### src/design/usmis_pkg.sv
/*
  Shared constants of the serial channel mode, mask and status block.
  Assumes a 32-bit register bus with one aligned word per register.
*/
`default_nettype none
package usmis_pkg;
  // Register byte offsets
  localparam logic [7:0] OFF_CTRL       = 8'h00;
  localparam logic [7:0] OFF_MODE       = 8'h04;
  localparam logic [7:0] OFF_IRQ_SET    = 8'h08;
  localparam logic [7:0] OFF_IRQ_CLR    = 8'h0c;
  localparam logic [7:0] OFF_IRQ_STATE  = 8'h10;
  localparam logic [7:0] OFF_STATUS     = 8'h14;
  localparam logic [7:0] OFF_RX_HOLD    = 8'h18;
  localparam logic [7:0] OFF_TX_HOLD    = 8'h1c;
  localparam logic [7:0] OFF_IDLE_LIMIT = 8'h24;
  // Reset values
  localparam logic [31:0] RST_WORD  = 32'h0000_0000;
  localparam logic [16:0] RST_LIMIT = 17'h0_0000;
  localparam logic [8:0]  RST_CHAR  = 9'h000;
  // Control command bits
  localparam int CMD_RX_ON     = 4;
  localparam int CMD_RX_OFF    = 5;
  localparam int CMD_TX_ON     = 6;
  localparam int CMD_TX_OFF    = 7;
  localparam int CMD_CLR_FLAGS = 8;
  localparam int CMD_BRK_BEGIN = 9;
  localparam int CMD_TO_RESTART = 11;
  localparam int CMD_CLR_NACK  = 14;
  localparam int CMD_TO_REARM  = 15;
  // Mode register fields
  localparam int MODE_LO   = 0;
  localparam int CLKS_LO   = 4;
  localparam int CHAR_LENGTH_FIELD_LO   = 6;
  localparam int SYNC_BIT  = 8;
  localparam int PAR_LO    = 9;
  localparam int SPI_IDLE_LEVEL_BIT  = 16;
  localparam logic [31:0] MODE_WR_MASK = 32'h001f_ffff;
  localparam logic [3:0] OPM_NORMAL    = 4'h0;
  localparam logic [3:0] OPM_HANDSHAKE = 4'h2;
  localparam logic [3:0] OPM_LIN_MST   = 4'ha;
  localparam logic [3:0] OPM_LIN_SLV   = 4'hb;
  localparam logic [3:0] OPM_SPI_MST   = 4'he;
  localparam logic [3:0] OPM_SPI_SLV   = 4'hf;
  localparam logic [1:0] PAR_MULTIDROP = 2'h3;
  // Status bit positions
  localparam int ST_RX_AVAIL   = 0;
  localparam int ST_TX_FREE    = 1;
  localparam int ST_BREAK      = 2;
  localparam int ST_OVERRUN    = 5;
  localparam int ST_FRAME      = 6;
  localparam int ST_PARITY     = 7;
  localparam int ST_TIMEOUT    = 8;
  localparam int ST_TX_DRAINED = 9;
  localparam int ST_REPEAT     = 10;
  localparam int ST_DMA_FULL   = 12;
  localparam int ST_NACK       = 13;
  localparam int ST_LIN_ID     = 14;
  localparam int ST_LIN_DONE   = 15;
  localparam int ST_CTS_CHANGE = 19;
  localparam int ST_CTS        = 23;
  localparam int ST_LIN_BIT    = 25;
  localparam int ST_LIN_SYNC   = 26;
  localparam int ST_LIN_IDPAR  = 27;
  localparam int ST_LIN_SUM    = 28;
  localparam int ST_LIN_NOREP  = 29;
  localparam logic [31:0] IRQ_SRC_MASK  = 32'h3e08_f7e7;
  localparam logic [31:0] CLR_FLAGS_SET = 32'h3e00_c4e4;
  // Bus responses
  localparam logic [1:0] RESP_OKAY   = 2'h0;
  localparam logic [1:0] RESP_SLVERR = 2'h2;
endpackage
`default_nettype wire

### src/design/usmis_flag_if.sv
/*
  Carrier between the top and its sticky flag bank.
  Assumes both ends run on the block clock.
*/
`default_nettype none
interface usmis_flag_if;
  logic [31:0] set;
  logic [31:0] clr;
  logic [31:0] q;
  modport bank (input set, input clr, output q);
  modport user (output set, output clr, input q);
endinterface
`default_nettype wire

### src/design/usmis_sync2.sv
/*
  Two-stage synchroniser for one level from outside the clock domain.
  Assumes the input changes slower than the clock.
*/
`default_nettype none
module usmis_sync2 (
  // Clock and reset
  input  wire logic CLK,
  input  wire logic RST_B,
  // Level
  input  wire logic d,
  output var  logic q
);
  logic meta;

  always_ff @(posedge CLK or negedge RST_B) begin
    if (!RST_B) begin
      meta <= 1'b0;
      q    <= 1'b0;
    end else begin
      meta <= d;
      q    <= meta;
    end
  end
endmodule
`default_nettype wire

### src/design/usmis_flag_bank.sv
/*
  Bank of sticky flags, one flop per bit; set wins over clear.
  Assumes set and clear are single-cycle terms on the block clock.
*/
`default_nettype none
module usmis_flag_bank (
  // Clock and reset
  input  wire logic CLK,
  input  wire logic RST_B,
  // Flags
  usmis_flag_if.bank fl
);
  genvar i;
  generate
    for (i = 0; i < 32; i = i + 1) begin : g_bit
      always_ff @(posedge CLK or negedge RST_B) begin
        if (!RST_B) begin
          fl.q[i] <= 1'b0;
        end else if (fl.set[i]) begin
          fl.q[i] <= 1'b1;
        end else if (fl.clr[i]) begin
          fl.q[i] <= 1'b0;
        end
      end
    end
  endgenerate
endmodule
`default_nettype wire

### src/design/usmis_top.sv
/*
  Mode, interrupt mask and channel status block of a serial channel,
  with an AXI4-Lite register slave.
  Assumes the receiver, transmitter, LIN and SPI engines sit outside and
  report events as one-cycle pulses on the block clock; CTS is a pin.
*/
// Our own choice: the AXI4-Lite register port.
`default_nettype none
module usmis_top (
  // Clock and reset
  input  wire logic        CLK,
  input  wire logic        RST_B,
  // AXI4-Lite write address and data
  input  wire logic [7:0]  AWADDR,
  input  wire logic        AWVALID,
  output var  logic        AWREADY,
  input  wire logic [31:0] WDATA,
  input  wire logic [3:0]  WSTRB,
  input  wire logic        WVALID,
  output var  logic        WREADY,
  // AXI4-Lite write response
  output var  logic [1:0]  BRESP,
  output var  logic        BVALID,
  input  wire logic        BREADY,
  // AXI4-Lite read
  input  wire logic [7:0]  ARADDR,
  input  wire logic        ARVALID,
  output var  logic        ARREADY,
  output var  logic [31:0] RDATA,
  output var  logic [1:0]  RRESP,
  output var  logic        RVALID,
  input  wire logic        RREADY,
  // Receiver events
  input  wire logic        RX_CHAR_DONE,
  input  wire logic [8:0]  RX_CHAR,
  input  wire logic        RX_BUSY,
  input  wire logic        RX_PARITY_ERR,
  input  wire logic        RX_PARITY_ONE,
  input  wire logic        RX_STOP_LOW,
  input  wire logic        RX_OVERRUN,
  input  wire logic        RX_BREAK_EDGE,
  input  wire logic        RX_TIMEOUT,
  input  wire logic        NACK_SEEN,
  input  wire logic        REPEAT_LIMIT,
  input  wire logic        SPI_UNDERRUN,
  // LIN events
  input  wire logic        LIN_NO_REPLY,
  input  wire logic        LIN_SUM_ERR,
  input  wire logic        LIN_ID_PARITY,
  input  wire logic        LIN_SYNC_ERR,
  input  wire logic        LIN_BIT_ERR,
  input  wire logic        LIN_DONE,
  input  wire logic        LIN_IDENT,
  // Transmitter and DMA
  input  wire logic        TX_TAKE,
  input  wire logic        TX_SHIFT_EMPTY,
  input  wire logic        BREAK_STARTED,
  input  wire logic        DMA_BUF_FULL,
  // Pins
  input  wire logic        CTS_PIN,
  // Mode outputs
  output var  logic        SYNC_FRAMING,
  output var  logic        SPI_ACTIVE,
  output var  logic        SPI_SLAVE,
  output var  logic        SPI_PHASE,
  output var  logic        SPI_IDLE_LEVEL,
  output var  logic [3:0]  CHAR_BITS,
  output var  logic [1:0]  BAUD_SOURCE,
  output var  logic [3:0]  OP_MODE,
  output var  logic        HANDSHAKE,
  output var  logic        LIN_MASTER,
  output var  logic        LIN_SLAVE,
  // Transmit data and enables
  output var  logic [8:0]  TX_CHAR,
  output var  logic        TX_CHAR_VALID,
  output var  logic        BREAK_REQ,
  output var  logic        TX_ENABLED,
  output var  logic        RX_ENABLED,
  output var  logic        TIMEOUT_RESTART,
  // Interrupt
  output var  logic        IRQ
);
  function automatic logic is_spi(input logic [3:0] m);
    is_spi = (m == usmis_pkg::OPM_SPI_MST) || (m == usmis_pkg::OPM_SPI_SLV);
  endfunction

  usmis_flag_if fl ();

  logic [31:0] mode;
  logic [31:0] mask;
  logic [16:0] idle_limit;
  logic [8:0]  rx_hold;
  logic [8:0]  tx_hold;
  logic        tx_full;
  logic        brk_pend;
  logic        tx_en;
  logic        rx_en;
  logic        rx_cut;
  logic        cts_q;
  logic        cts_d;
  logic        aw_held;
  logic        w_held;
  logic [7:0]  aw_addr;
  logic [31:0] w_data;
  logic        wr_fire;
  logic        ctrl_wr;
  logic        rd_fire;
  logic        rd_status;
  logic        rd_rxhold;
  logic [31:0] status;
  logic [31:0] rd_word;
  logic        rd_hit;
  logic        wr_hit;
  logic        rx_enable_now;
  logic [3:0]  opm;

  usmis_sync2 u_cts_sync (
    .CLK   (CLK),
    .RST_B (RST_B),
    .d     (CTS_PIN),
    .q     (cts_q)
  );

  usmis_flag_bank u_flags (
    .CLK   (CLK),
    .RST_B (RST_B),
    .fl    (fl)
  );

  assign opm = mode[usmis_pkg::MODE_LO +: 4];

  // Bus write handshake
  assign wr_fire = aw_held && w_held && !BVALID;
  assign ctrl_wr = wr_fire && (aw_addr == usmis_pkg::OFF_CTRL);
  assign rd_fire = ARVALID && ARREADY;
  assign rd_status = rd_fire && (ARADDR == usmis_pkg::OFF_STATUS);
  assign rd_rxhold = rd_fire && (ARADDR == usmis_pkg::OFF_RX_HOLD);
  assign rx_enable_now = ctrl_wr && w_data[usmis_pkg::CMD_RX_ON] && !w_data[usmis_pkg::CMD_RX_OFF];

  always_ff @(posedge CLK or negedge RST_B) begin
    if (!RST_B) begin
      aw_held <= 1'b0;
      w_held  <= 1'b0;
      aw_addr <= 8'h00;
      w_data  <= usmis_pkg::RST_WORD;
      AWREADY <= 1'b0;
      WREADY  <= 1'b0;
      BVALID  <= 1'b0;
      BRESP   <= usmis_pkg::RESP_OKAY;
    end else begin
      AWREADY <= !aw_held && !BVALID && !(AWVALID && AWREADY);
      WREADY  <= !w_held && !BVALID && !(WVALID && WREADY);
      if (AWVALID && AWREADY) begin
        aw_held <= 1'b1;
        aw_addr <= AWADDR;
      end
      if (WVALID && WREADY) begin
        w_held <= 1'b1;
        w_data <= WDATA;
      end
      if (wr_fire) begin
        aw_held <= 1'b0;
        w_held  <= 1'b0;
        BVALID  <= 1'b1;
        BRESP   <= wr_hit ? usmis_pkg::RESP_OKAY : usmis_pkg::RESP_SLVERR;
      end else if (BVALID && BREADY) begin
        BVALID <= 1'b0;
      end
    end
  end

  always_comb begin
    case (aw_addr)
      usmis_pkg::OFF_CTRL, usmis_pkg::OFF_MODE, usmis_pkg::OFF_IRQ_SET,
      usmis_pkg::OFF_IRQ_CLR, usmis_pkg::OFF_TX_HOLD, usmis_pkg::OFF_IDLE_LIMIT: wr_hit = 1'b1;
      default: wr_hit = 1'b0;
    endcase
  end

  // Mode and time-out limit registers
  always_ff @(posedge CLK or negedge RST_B) begin
    if (!RST_B) begin
      mode       <= usmis_pkg::RST_WORD;
      idle_limit <= usmis_pkg::RST_LIMIT;
    end else if (wr_fire && (aw_addr == usmis_pkg::OFF_MODE)) begin
      mode <= w_data & usmis_pkg::MODE_WR_MASK;
    end else if (wr_fire && (aw_addr == usmis_pkg::OFF_IDLE_LIMIT)) begin
      idle_limit <= w_data[16:0];
    end
  end

  // Interrupt mask
  always_ff @(posedge CLK or negedge RST_B) begin
    if (!RST_B) begin
      mask <= usmis_pkg::RST_WORD;
    end else if (wr_fire && (aw_addr == usmis_pkg::OFF_IRQ_SET)) begin
      mask <= mask | (w_data & usmis_pkg::IRQ_SRC_MASK);
    end else if (wr_fire && (aw_addr == usmis_pkg::OFF_IRQ_CLR)) begin
      mask <= mask & ~w_data;
    end
  end

  // Transmitter and receiver enables
  always_ff @(posedge CLK or negedge RST_B) begin
    if (!RST_B) begin
      tx_en  <= 1'b0;
      rx_en  <= 1'b0;
      rx_cut <= 1'b0;
    end else if (ctrl_wr) begin
      if (w_data[usmis_pkg::CMD_TX_OFF]) begin
        tx_en <= 1'b0;
      end else if (w_data[usmis_pkg::CMD_TX_ON]) begin
        tx_en <= 1'b1;
      end
      if (w_data[usmis_pkg::CMD_RX_OFF]) begin
        rx_en  <= 1'b0;
        rx_cut <= rx_en && RX_BUSY;
      end else if (w_data[usmis_pkg::CMD_RX_ON]) begin
        rx_en  <= 1'b1;
        rx_cut <= 1'b0;
      end
    end
  end

  // Holding registers and break request
  always_ff @(posedge CLK or negedge RST_B) begin
    if (!RST_B) begin
      tx_hold  <= usmis_pkg::RST_CHAR;
      tx_full  <= 1'b0;
      brk_pend <= 1'b0;
      rx_hold  <= usmis_pkg::RST_CHAR;
    end else begin
      if (wr_fire && (aw_addr == usmis_pkg::OFF_TX_HOLD)) begin
        tx_hold <= w_data[8:0];
        tx_full <= 1'b1;
      end else if (TX_TAKE) begin
        tx_full <= 1'b0;
      end
      if (ctrl_wr && w_data[usmis_pkg::CMD_BRK_BEGIN]) begin
        brk_pend <= 1'b1;
      end else if (BREAK_STARTED) begin
        brk_pend <= 1'b0;
      end
      if (RX_CHAR_DONE) begin
        rx_hold <= RX_CHAR;
      end
    end
  end

  // Sticky flag sources
  always_comb begin
    fl.set = usmis_pkg::RST_WORD;
    fl.set[usmis_pkg::ST_LIN_NOREP] = LIN_NO_REPLY;
    fl.set[usmis_pkg::ST_LIN_SUM]   = LIN_SUM_ERR;
    fl.set[usmis_pkg::ST_LIN_IDPAR] = LIN_ID_PARITY;
    fl.set[usmis_pkg::ST_LIN_BIT]   = LIN_BIT_ERR;
    fl.set[usmis_pkg::ST_LIN_SYNC]  = LIN_SYNC_ERR && (opm == usmis_pkg::OPM_LIN_SLV);
    fl.set[usmis_pkg::ST_CTS_CHANGE] = cts_q != cts_d;
    fl.set[usmis_pkg::ST_LIN_DONE]  = LIN_DONE;
    fl.set[usmis_pkg::ST_LIN_ID]    = LIN_IDENT;
    fl.set[usmis_pkg::ST_NACK]      = NACK_SEEN;
    fl.set[usmis_pkg::ST_REPEAT]    = (opm == usmis_pkg::OPM_SPI_SLV) ?
                                      SPI_UNDERRUN : REPEAT_LIMIT;
    fl.set[usmis_pkg::ST_TIMEOUT]   = RX_TIMEOUT && (idle_limit != 17'h0_0000);
    fl.set[usmis_pkg::ST_PARITY]    =
      (mode[usmis_pkg::PAR_LO + 1 +: 2] == usmis_pkg::PAR_MULTIDROP) ?
      RX_PARITY_ONE : RX_PARITY_ERR;
    fl.set[usmis_pkg::ST_FRAME]     = RX_STOP_LOW;
    fl.set[usmis_pkg::ST_OVERRUN]   = RX_OVERRUN;
    fl.set[usmis_pkg::ST_BREAK]     = RX_BREAK_EDGE;
    fl.set[usmis_pkg::ST_RX_AVAIL]  = RX_CHAR_DONE || (rx_enable_now && rx_cut);
  end

  // Sticky flag clears
  always_comb begin
    fl.clr = usmis_pkg::RST_WORD;
    if (ctrl_wr && w_data[usmis_pkg::CMD_CLR_FLAGS]) begin
      fl.clr = usmis_pkg::CLR_FLAGS_SET;
    end
    fl.clr[usmis_pkg::ST_NACK] = ctrl_wr && w_data[usmis_pkg::CMD_CLR_NACK];
    fl.clr[usmis_pkg::ST_TIMEOUT] = ctrl_wr && (w_data[usmis_pkg::CMD_TO_RESTART] ||
                                                w_data[usmis_pkg::CMD_TO_REARM]);
    fl.clr[usmis_pkg::ST_CTS_CHANGE] = rd_status;
    fl.clr[usmis_pkg::ST_RX_AVAIL] = rd_rxhold;
  end

  // Status word
  always_comb begin
    status = fl.q & usmis_pkg::IRQ_SRC_MASK;
    status[usmis_pkg::ST_CTS]        = cts_q;
    status[usmis_pkg::ST_DMA_FULL]   = DMA_BUF_FULL;
    status[usmis_pkg::ST_TX_DRAINED] = tx_en && !tx_full && TX_SHIFT_EMPTY;
    status[usmis_pkg::ST_TIMEOUT]    = fl.q[usmis_pkg::ST_TIMEOUT] &&
                                       (idle_limit != 17'h0_0000);
    status[usmis_pkg::ST_TX_FREE]    = tx_en && !tx_full && !brk_pend;
    status[usmis_pkg::ST_RX_AVAIL]   = fl.q[usmis_pkg::ST_RX_AVAIL] && rx_en;
  end

  always_comb begin
    rd_hit  = 1'b1;
    case (ARADDR)
      usmis_pkg::OFF_MODE:       rd_word = mode;
      usmis_pkg::OFF_IRQ_STATE:  rd_word = mask;
      usmis_pkg::OFF_STATUS:     rd_word = status;
      usmis_pkg::OFF_RX_HOLD:    rd_word = {23'h00_0000, rx_hold};
      usmis_pkg::OFF_IDLE_LIMIT: rd_word = {15'h0000, idle_limit};
      usmis_pkg::OFF_CTRL, usmis_pkg::OFF_IRQ_SET,
      usmis_pkg::OFF_IRQ_CLR, usmis_pkg::OFF_TX_HOLD: rd_word = usmis_pkg::RST_WORD;
      default: begin
        rd_word = usmis_pkg::RST_WORD;
        rd_hit  = 1'b0;
      end
    endcase
  end

  // Bus read channel
  always_ff @(posedge CLK or negedge RST_B) begin
    if (!RST_B) begin
      ARREADY <= 1'b0;
      RVALID  <= 1'b0;
      RDATA   <= usmis_pkg::RST_WORD;
      RRESP   <= usmis_pkg::RESP_OKAY;
    end else begin
      ARREADY <= !RVALID && !rd_fire;
      if (rd_fire) begin
        RVALID <= 1'b1;
        RDATA  <= rd_word;
        RRESP  <= rd_hit ? usmis_pkg::RESP_OKAY : usmis_pkg::RESP_SLVERR;
      end else if (RVALID && RREADY) begin
        RVALID <= 1'b0;
      end
    end
  end

  // CTS edge memory and interrupt
  always_ff @(posedge CLK or negedge RST_B) begin
    if (!RST_B) begin
      cts_d <= 1'b0;
      IRQ   <= 1'b0;
    end else begin
      cts_d <= cts_q;
      IRQ   <= |(status & mask);
    end
  end

  // Registered mode decode
  always_ff @(posedge CLK or negedge RST_B) begin
    if (!RST_B) begin
      SYNC_FRAMING   <= 1'b0;
      SPI_ACTIVE     <= 1'b0;
      SPI_SLAVE      <= 1'b0;
      SPI_PHASE      <= 1'b0;
      SPI_IDLE_LEVEL <= 1'b0;
      CHAR_BITS      <= 4'h5;
      BAUD_SOURCE    <= 2'h0;
      OP_MODE        <= usmis_pkg::OPM_NORMAL;
      HANDSHAKE      <= 1'b0;
      LIN_MASTER     <= 1'b0;
      LIN_SLAVE      <= 1'b0;
    end else begin
      SYNC_FRAMING   <= !is_spi(opm) && mode[usmis_pkg::SYNC_BIT];
      SPI_ACTIVE     <= is_spi(opm);
      SPI_SLAVE      <= opm == usmis_pkg::OPM_SPI_SLV;
      SPI_PHASE      <= is_spi(opm) && mode[usmis_pkg::SYNC_BIT];
      SPI_IDLE_LEVEL <= mode[usmis_pkg::SPI_IDLE_LEVEL_BIT];
      CHAR_BITS      <= 4'h5 + {2'h0, mode[usmis_pkg::CHAR_LENGTH_FIELD_LO +: 2]};
      BAUD_SOURCE    <= mode[usmis_pkg::CLKS_LO +: 2];
      OP_MODE        <= opm;
      HANDSHAKE      <= opm == usmis_pkg::OPM_HANDSHAKE;
      LIN_MASTER     <= opm == usmis_pkg::OPM_LIN_MST;
      LIN_SLAVE      <= opm == usmis_pkg::OPM_LIN_SLV;
    end
  end

  // Registered transmit side outputs, enables and time-out restart
  always_ff @(posedge CLK or negedge RST_B) begin
    if (!RST_B) begin
      TX_CHAR         <= usmis_pkg::RST_CHAR;
      TX_CHAR_VALID   <= 1'b0;
      BREAK_REQ       <= 1'b0;
      TX_ENABLED      <= 1'b0;
      RX_ENABLED      <= 1'b0;
      TIMEOUT_RESTART <= 1'b0;
    end else begin
      TX_CHAR         <= tx_hold;
      TX_CHAR_VALID   <= tx_full && !TX_TAKE;
      BREAK_REQ       <= brk_pend && !BREAK_STARTED;
      TX_ENABLED      <= tx_en;
      RX_ENABLED      <= rx_en;
      TIMEOUT_RESTART <= ctrl_wr && w_data[usmis_pkg::CMD_TO_RESTART];
    end
  end
endmodule
`default_nettype wire

### config.mk
export PLATFORM = sky130hd
export DESIGN_NAME = usmis_top
export DESIGN_NICKNAME = d
export VERILOG_FILES = /design/src/design/usmis_pkg.sv /design/src/design/usmis_flag_if.sv /design/src/design/usmis_sync2.sv /design/src/design/usmis_flag_bank.sv /design/src/design/usmis_top.sv
export SDC_FILE = /design/constraint.sdc
export NUM_CORES = 1
export LEC_CHECK = 0
export BUFFER_PORTS_ARGS = -buffer_cell sky130_fd_sc_hd__buf_2
export CORE_ASPECT_RATIO = 0.75
export CORE_MARGIN = 10
export CORE_UTILIZATION = 50
export DETAILED_ROUTE_END_ITERATION = 8
export PLACE_DENSITY = 0.82
export SLEW_MARGIN = 20
export SYNTH_ARGS = -nofsm -noshare
export SYNTH_HDL_FRONTEND = slang
export SYNTH_SLANG_ARGS = --single-unit
### constraint.sdc
create_clock -name CLK -period 1.75 [get_ports CLK]
set_input_delay 0.35 -clock CLK [delete_from_list [all_inputs] [get_ports CLK]]
set_output_delay 0.35 -clock CLK [all_outputs]
set_load 0.01 [all_outputs]
==> results by group <==
Power
  – Peak VDD IR: 955 µV
  – Ratio of total power to cell area: around 1300 nW/µm²
  – Total power: 0.0150 W
  – Pleak: 5.84 nW

STA
  – Final worst slack: -0.162 ns
  – Final Hold Fails: 0
  – Maximum clock rate: approximately 520 MHz
  – Tmin final: between 1.5 and 2 ns
  – Final setup viols: 52
  – RSZ-0062 raised after global routing: yes
  – Tcrit/Tclk final: 109%
  – Max Clock Skew: 0.0123 ns
  – Max-slew violation count: 0

Global routing
  – Grt met1 use: around 28%
  – Initial antenna violation count: 6
  – Met2 GRT Util: between 30% and 40%
  – GR Overflow Total: 0
  – First-pass GRT wire length: between 30000 and 40000 µm
  – Vias in the first global route: ~7000
  – Gr busiest metal: met2
  – Largest net degree at the start of global routing: 54
  – GRT met3 Usage: roughly 6.7%
  – Total GRT Usage: 20.8%

Worst setup path
  – Crit path max-delay family: compound AO/OA/AOI/OAI gates
  – Crit path launch type: flip-flop
  – Crit-path cells: nor4_2 -> buf_4 -> nand4_1 -> o41a_1 -> a211o_1
  – CP arrival: ~2.3 ns
  – Worst Setup SP: idle_limit[16]$_DFFE_PN0P_
  – Slowest cell on crit path: dfrtp_1
  – Reg2reg start: idle_limit[16]$_DFFE_PN0P_
  – Crit path max fanout: 2
  – Max incr delay on CP: roughly 0.39 ns
  – Element type at the critical path end: flip-flop
  – Worst Path Buf+Inv: 1
  – Worst Path Required: 2.12 ns
  – CP Class: reg -> reg

CTS
  – Largest buffer count on any clock path: 3
  – # clock sinks: roughly 230
  – Clock transition at the registers of the reported paths: ~0.070 ns
  – Skew-Pair Late Insertion Delay: approximately 0.5 ns
  – Clk root buf: clkbuf_16
  – CTS tree: built
  – H-tree Lvls: 1
  – Num CTS Buffers: 22

Synth
  – #FFs+latches synth: between 200 and 250
  – Post-synth EDFFs: 0
  – Cell variety after synth: between 60 and 70
  – Top cells by area, synth: dfrtp_1, mux2_2, mux2i_1
  – Post-synth top area share: a little over 60%
  – Post-synthesis sequential area ratio: 62.4%
  – Ys async rst share: 100%
  – Yosys Warn Count: 0
  – Mapped cell area: approximately 9000 µm²
  – Post-synth top flop: dfrtp_1
  – Cells after Synth: 685
  – Synth area leader: dfrtp_1
  – Syn avg cell area: around 13 µm²
  – Most common cell in the netlist: dfrtp_1
  – Commonest cells in the netlist: dfrtp_1, mux2_2, nand2_1

Finish
  – Layout area overhead: 29.0%
  – Nets@finish: between 1000 and 1500
  – Fraction of layout cells with a size suffix above 1: a little over two fifths
  – Filler cells: about 1300

Run status
  – Status: finished, violations left
  – Failing checks: negative setup slack

Placed design
  – Dpl ws: -0.148 ns
  – DP HPWL: roughly 18000 µm
  – Port bufs: 158
  – RePlAce Congestion: 0.925

Worst hold path
  – Worst min-delay path class: in -> reg
  – Hold_sp: LIN_NO_REPLY

Die
  – Core Box Area: 17700 µm²
  – Die area: approximately 24000 µm²
  – Chip Width: ~180 µm
  – Initial Utilization: between 50 and 60%
  – Row count: 42
  – Die height: ~140 µm
  – Ports: 165

Detailed routing
  – Wirelength per Cell: approximately 22 µm
  – DRT iter0 DRCs: roughly 760
  – Via total after detailed routing: approximately 6700
  – Final wirelength: about 26000 µm
  – Final ANT Viol Nets: 0
  – Routed vias/inst: approximately 5.7
  – DR pass1 iterations: 8
  – Drt drc: 0

Run
  – Max-Cap Viols: 0
## worst register-to-register path: stages (launching register included)
cell	delay, ns
dfrtp_1	0.39
nor4_2	0.34
buf_4	0.18
nand4_1	0.13
o41a_1	0.38
a211o_1	0.34
## flip-flops by register name, indices dropped and copies added (netlist names), 2 cells and up, named ones only
signal / cells
idle_limit: 17
BAUD_SOURCE: 2
w_data: 32
aw_addr: 8
mode: 21
mask: 13
tx_hold: 9
CHAR_BITS: 4
u_flags.fl.q: 16
rx_hold: 9
OP_MODE: 4
RDATA: 32
TX_CHAR: 9
## layer usage
layer | vias to the layer above | part of all wire (%)
met1 | 3377 | 42
met2 | 311 | 45
li1 | 2932 | -
met4 | 4 | 2.0
met3 | 49 | 10
met5 | - | 0.11
## where the power goes
group	internal [W]	switching (W)	leakage, nW
Combinational	0.00163	0.00150	2.57
Sequential	0.00627	0.000969	2.92
Clock	0.00262	0.00197	0.345
Total	0.0105	0.00444	5.84
## final timing paths
kind	depth (start not counted)	slack (ns)	to
max	5	-0.16	IRQ$_DFF_PN0_
max reg2reg	5	-0.16	IRQ$_DFF_PN0_
min	2	0.02	u_flags.fl.q[29]$_DFFE_PN0P_
min reg2reg	0	0.35	u_cts_sync.q$_DFF_PN0_
min in group asynchronous	2	0.37	tx_hold[2]$_DFFE_PN0P_
max in group asynchronous	3	0.74	RDATA[29]$_DFFE_PN0P_
## cell usage in the layout, fill, tap and decap left out, drive strengths merged, types with 6 or more instances in the layout
cell and instances:
a21oi 14, a21o 14, clkbuf 36, and2 6, a22oi 18, nand3 11, nor2b 9, o22ai 7
nor2 14, buf 234, nor4 6, mux2i 34, o21ai 21, mux2 98, inv 26, nand4 7
dfrtp 224, a21boi 13, a22o 13, nand2 61
## repair_timing
item	4_1_cts	5_1_grt
cloned	1	3
buffers inserted	2	3
hold buffers	3	0
pin swaps	0	12
gates resized for setup	13	28
endpoints found under the setup margin	38	79
hold endpoints to repair	48	0
## metrics by stage
step	std cells	TNS, ns	util, %	instance area (µm²)	hold WS, ns
global route	1171	-11.21	66.0	11700	0.00641
floorplan	686	-0.396	-	9070	0.0544
detailed placement	1122	-4.04	60.3	10700	0.306
finish	1173	-1.83	66.0	11700	0.0227
global placement	1122	-2.84	60.3	10700	0.307
CTS	1166	-0.148	64.8	11500	0.00880
## cell families (layout without fill, tap and decap cells)
kind of cell	count (synthesis)	after routing	share of synthesized area, %
flip-flops	226	226	62.4
XOR/XNOR	1	1	0.0967
buffers and inverters	61	304	2.93
other	1	4	0.0414
AO/OA/AOI/OAI	128	128	10.4
adder cells (fa/ha/maj)	1	1	0.138
AND/OR/NAND/NOR	135	135	7.98
multiplexers	132	132	15.9
## final cells by class
| type | count | area [µm²] | share of cell area (%) |
|---|---|---|---|
| Sequential cell | 226 | 5660 | 48.4 |
| Multi-Input combinational cell | 399 | 3270 | 28.0 |
| Timing Repair Buffer | 240 | 1660 | 14.2 |
| Clock buffer | 33 | 663 | 5.67 |
| Tap cell | 242 | 303 | 2.59 |
| Inverter | 26 | 97.6 | 0.835 |
| Clock inverter | 5 | 36.3 | 0.310 |
| Antenna cell | 2 | 5.00 | 0.0428 |
(Power assumes the default switching activity.)
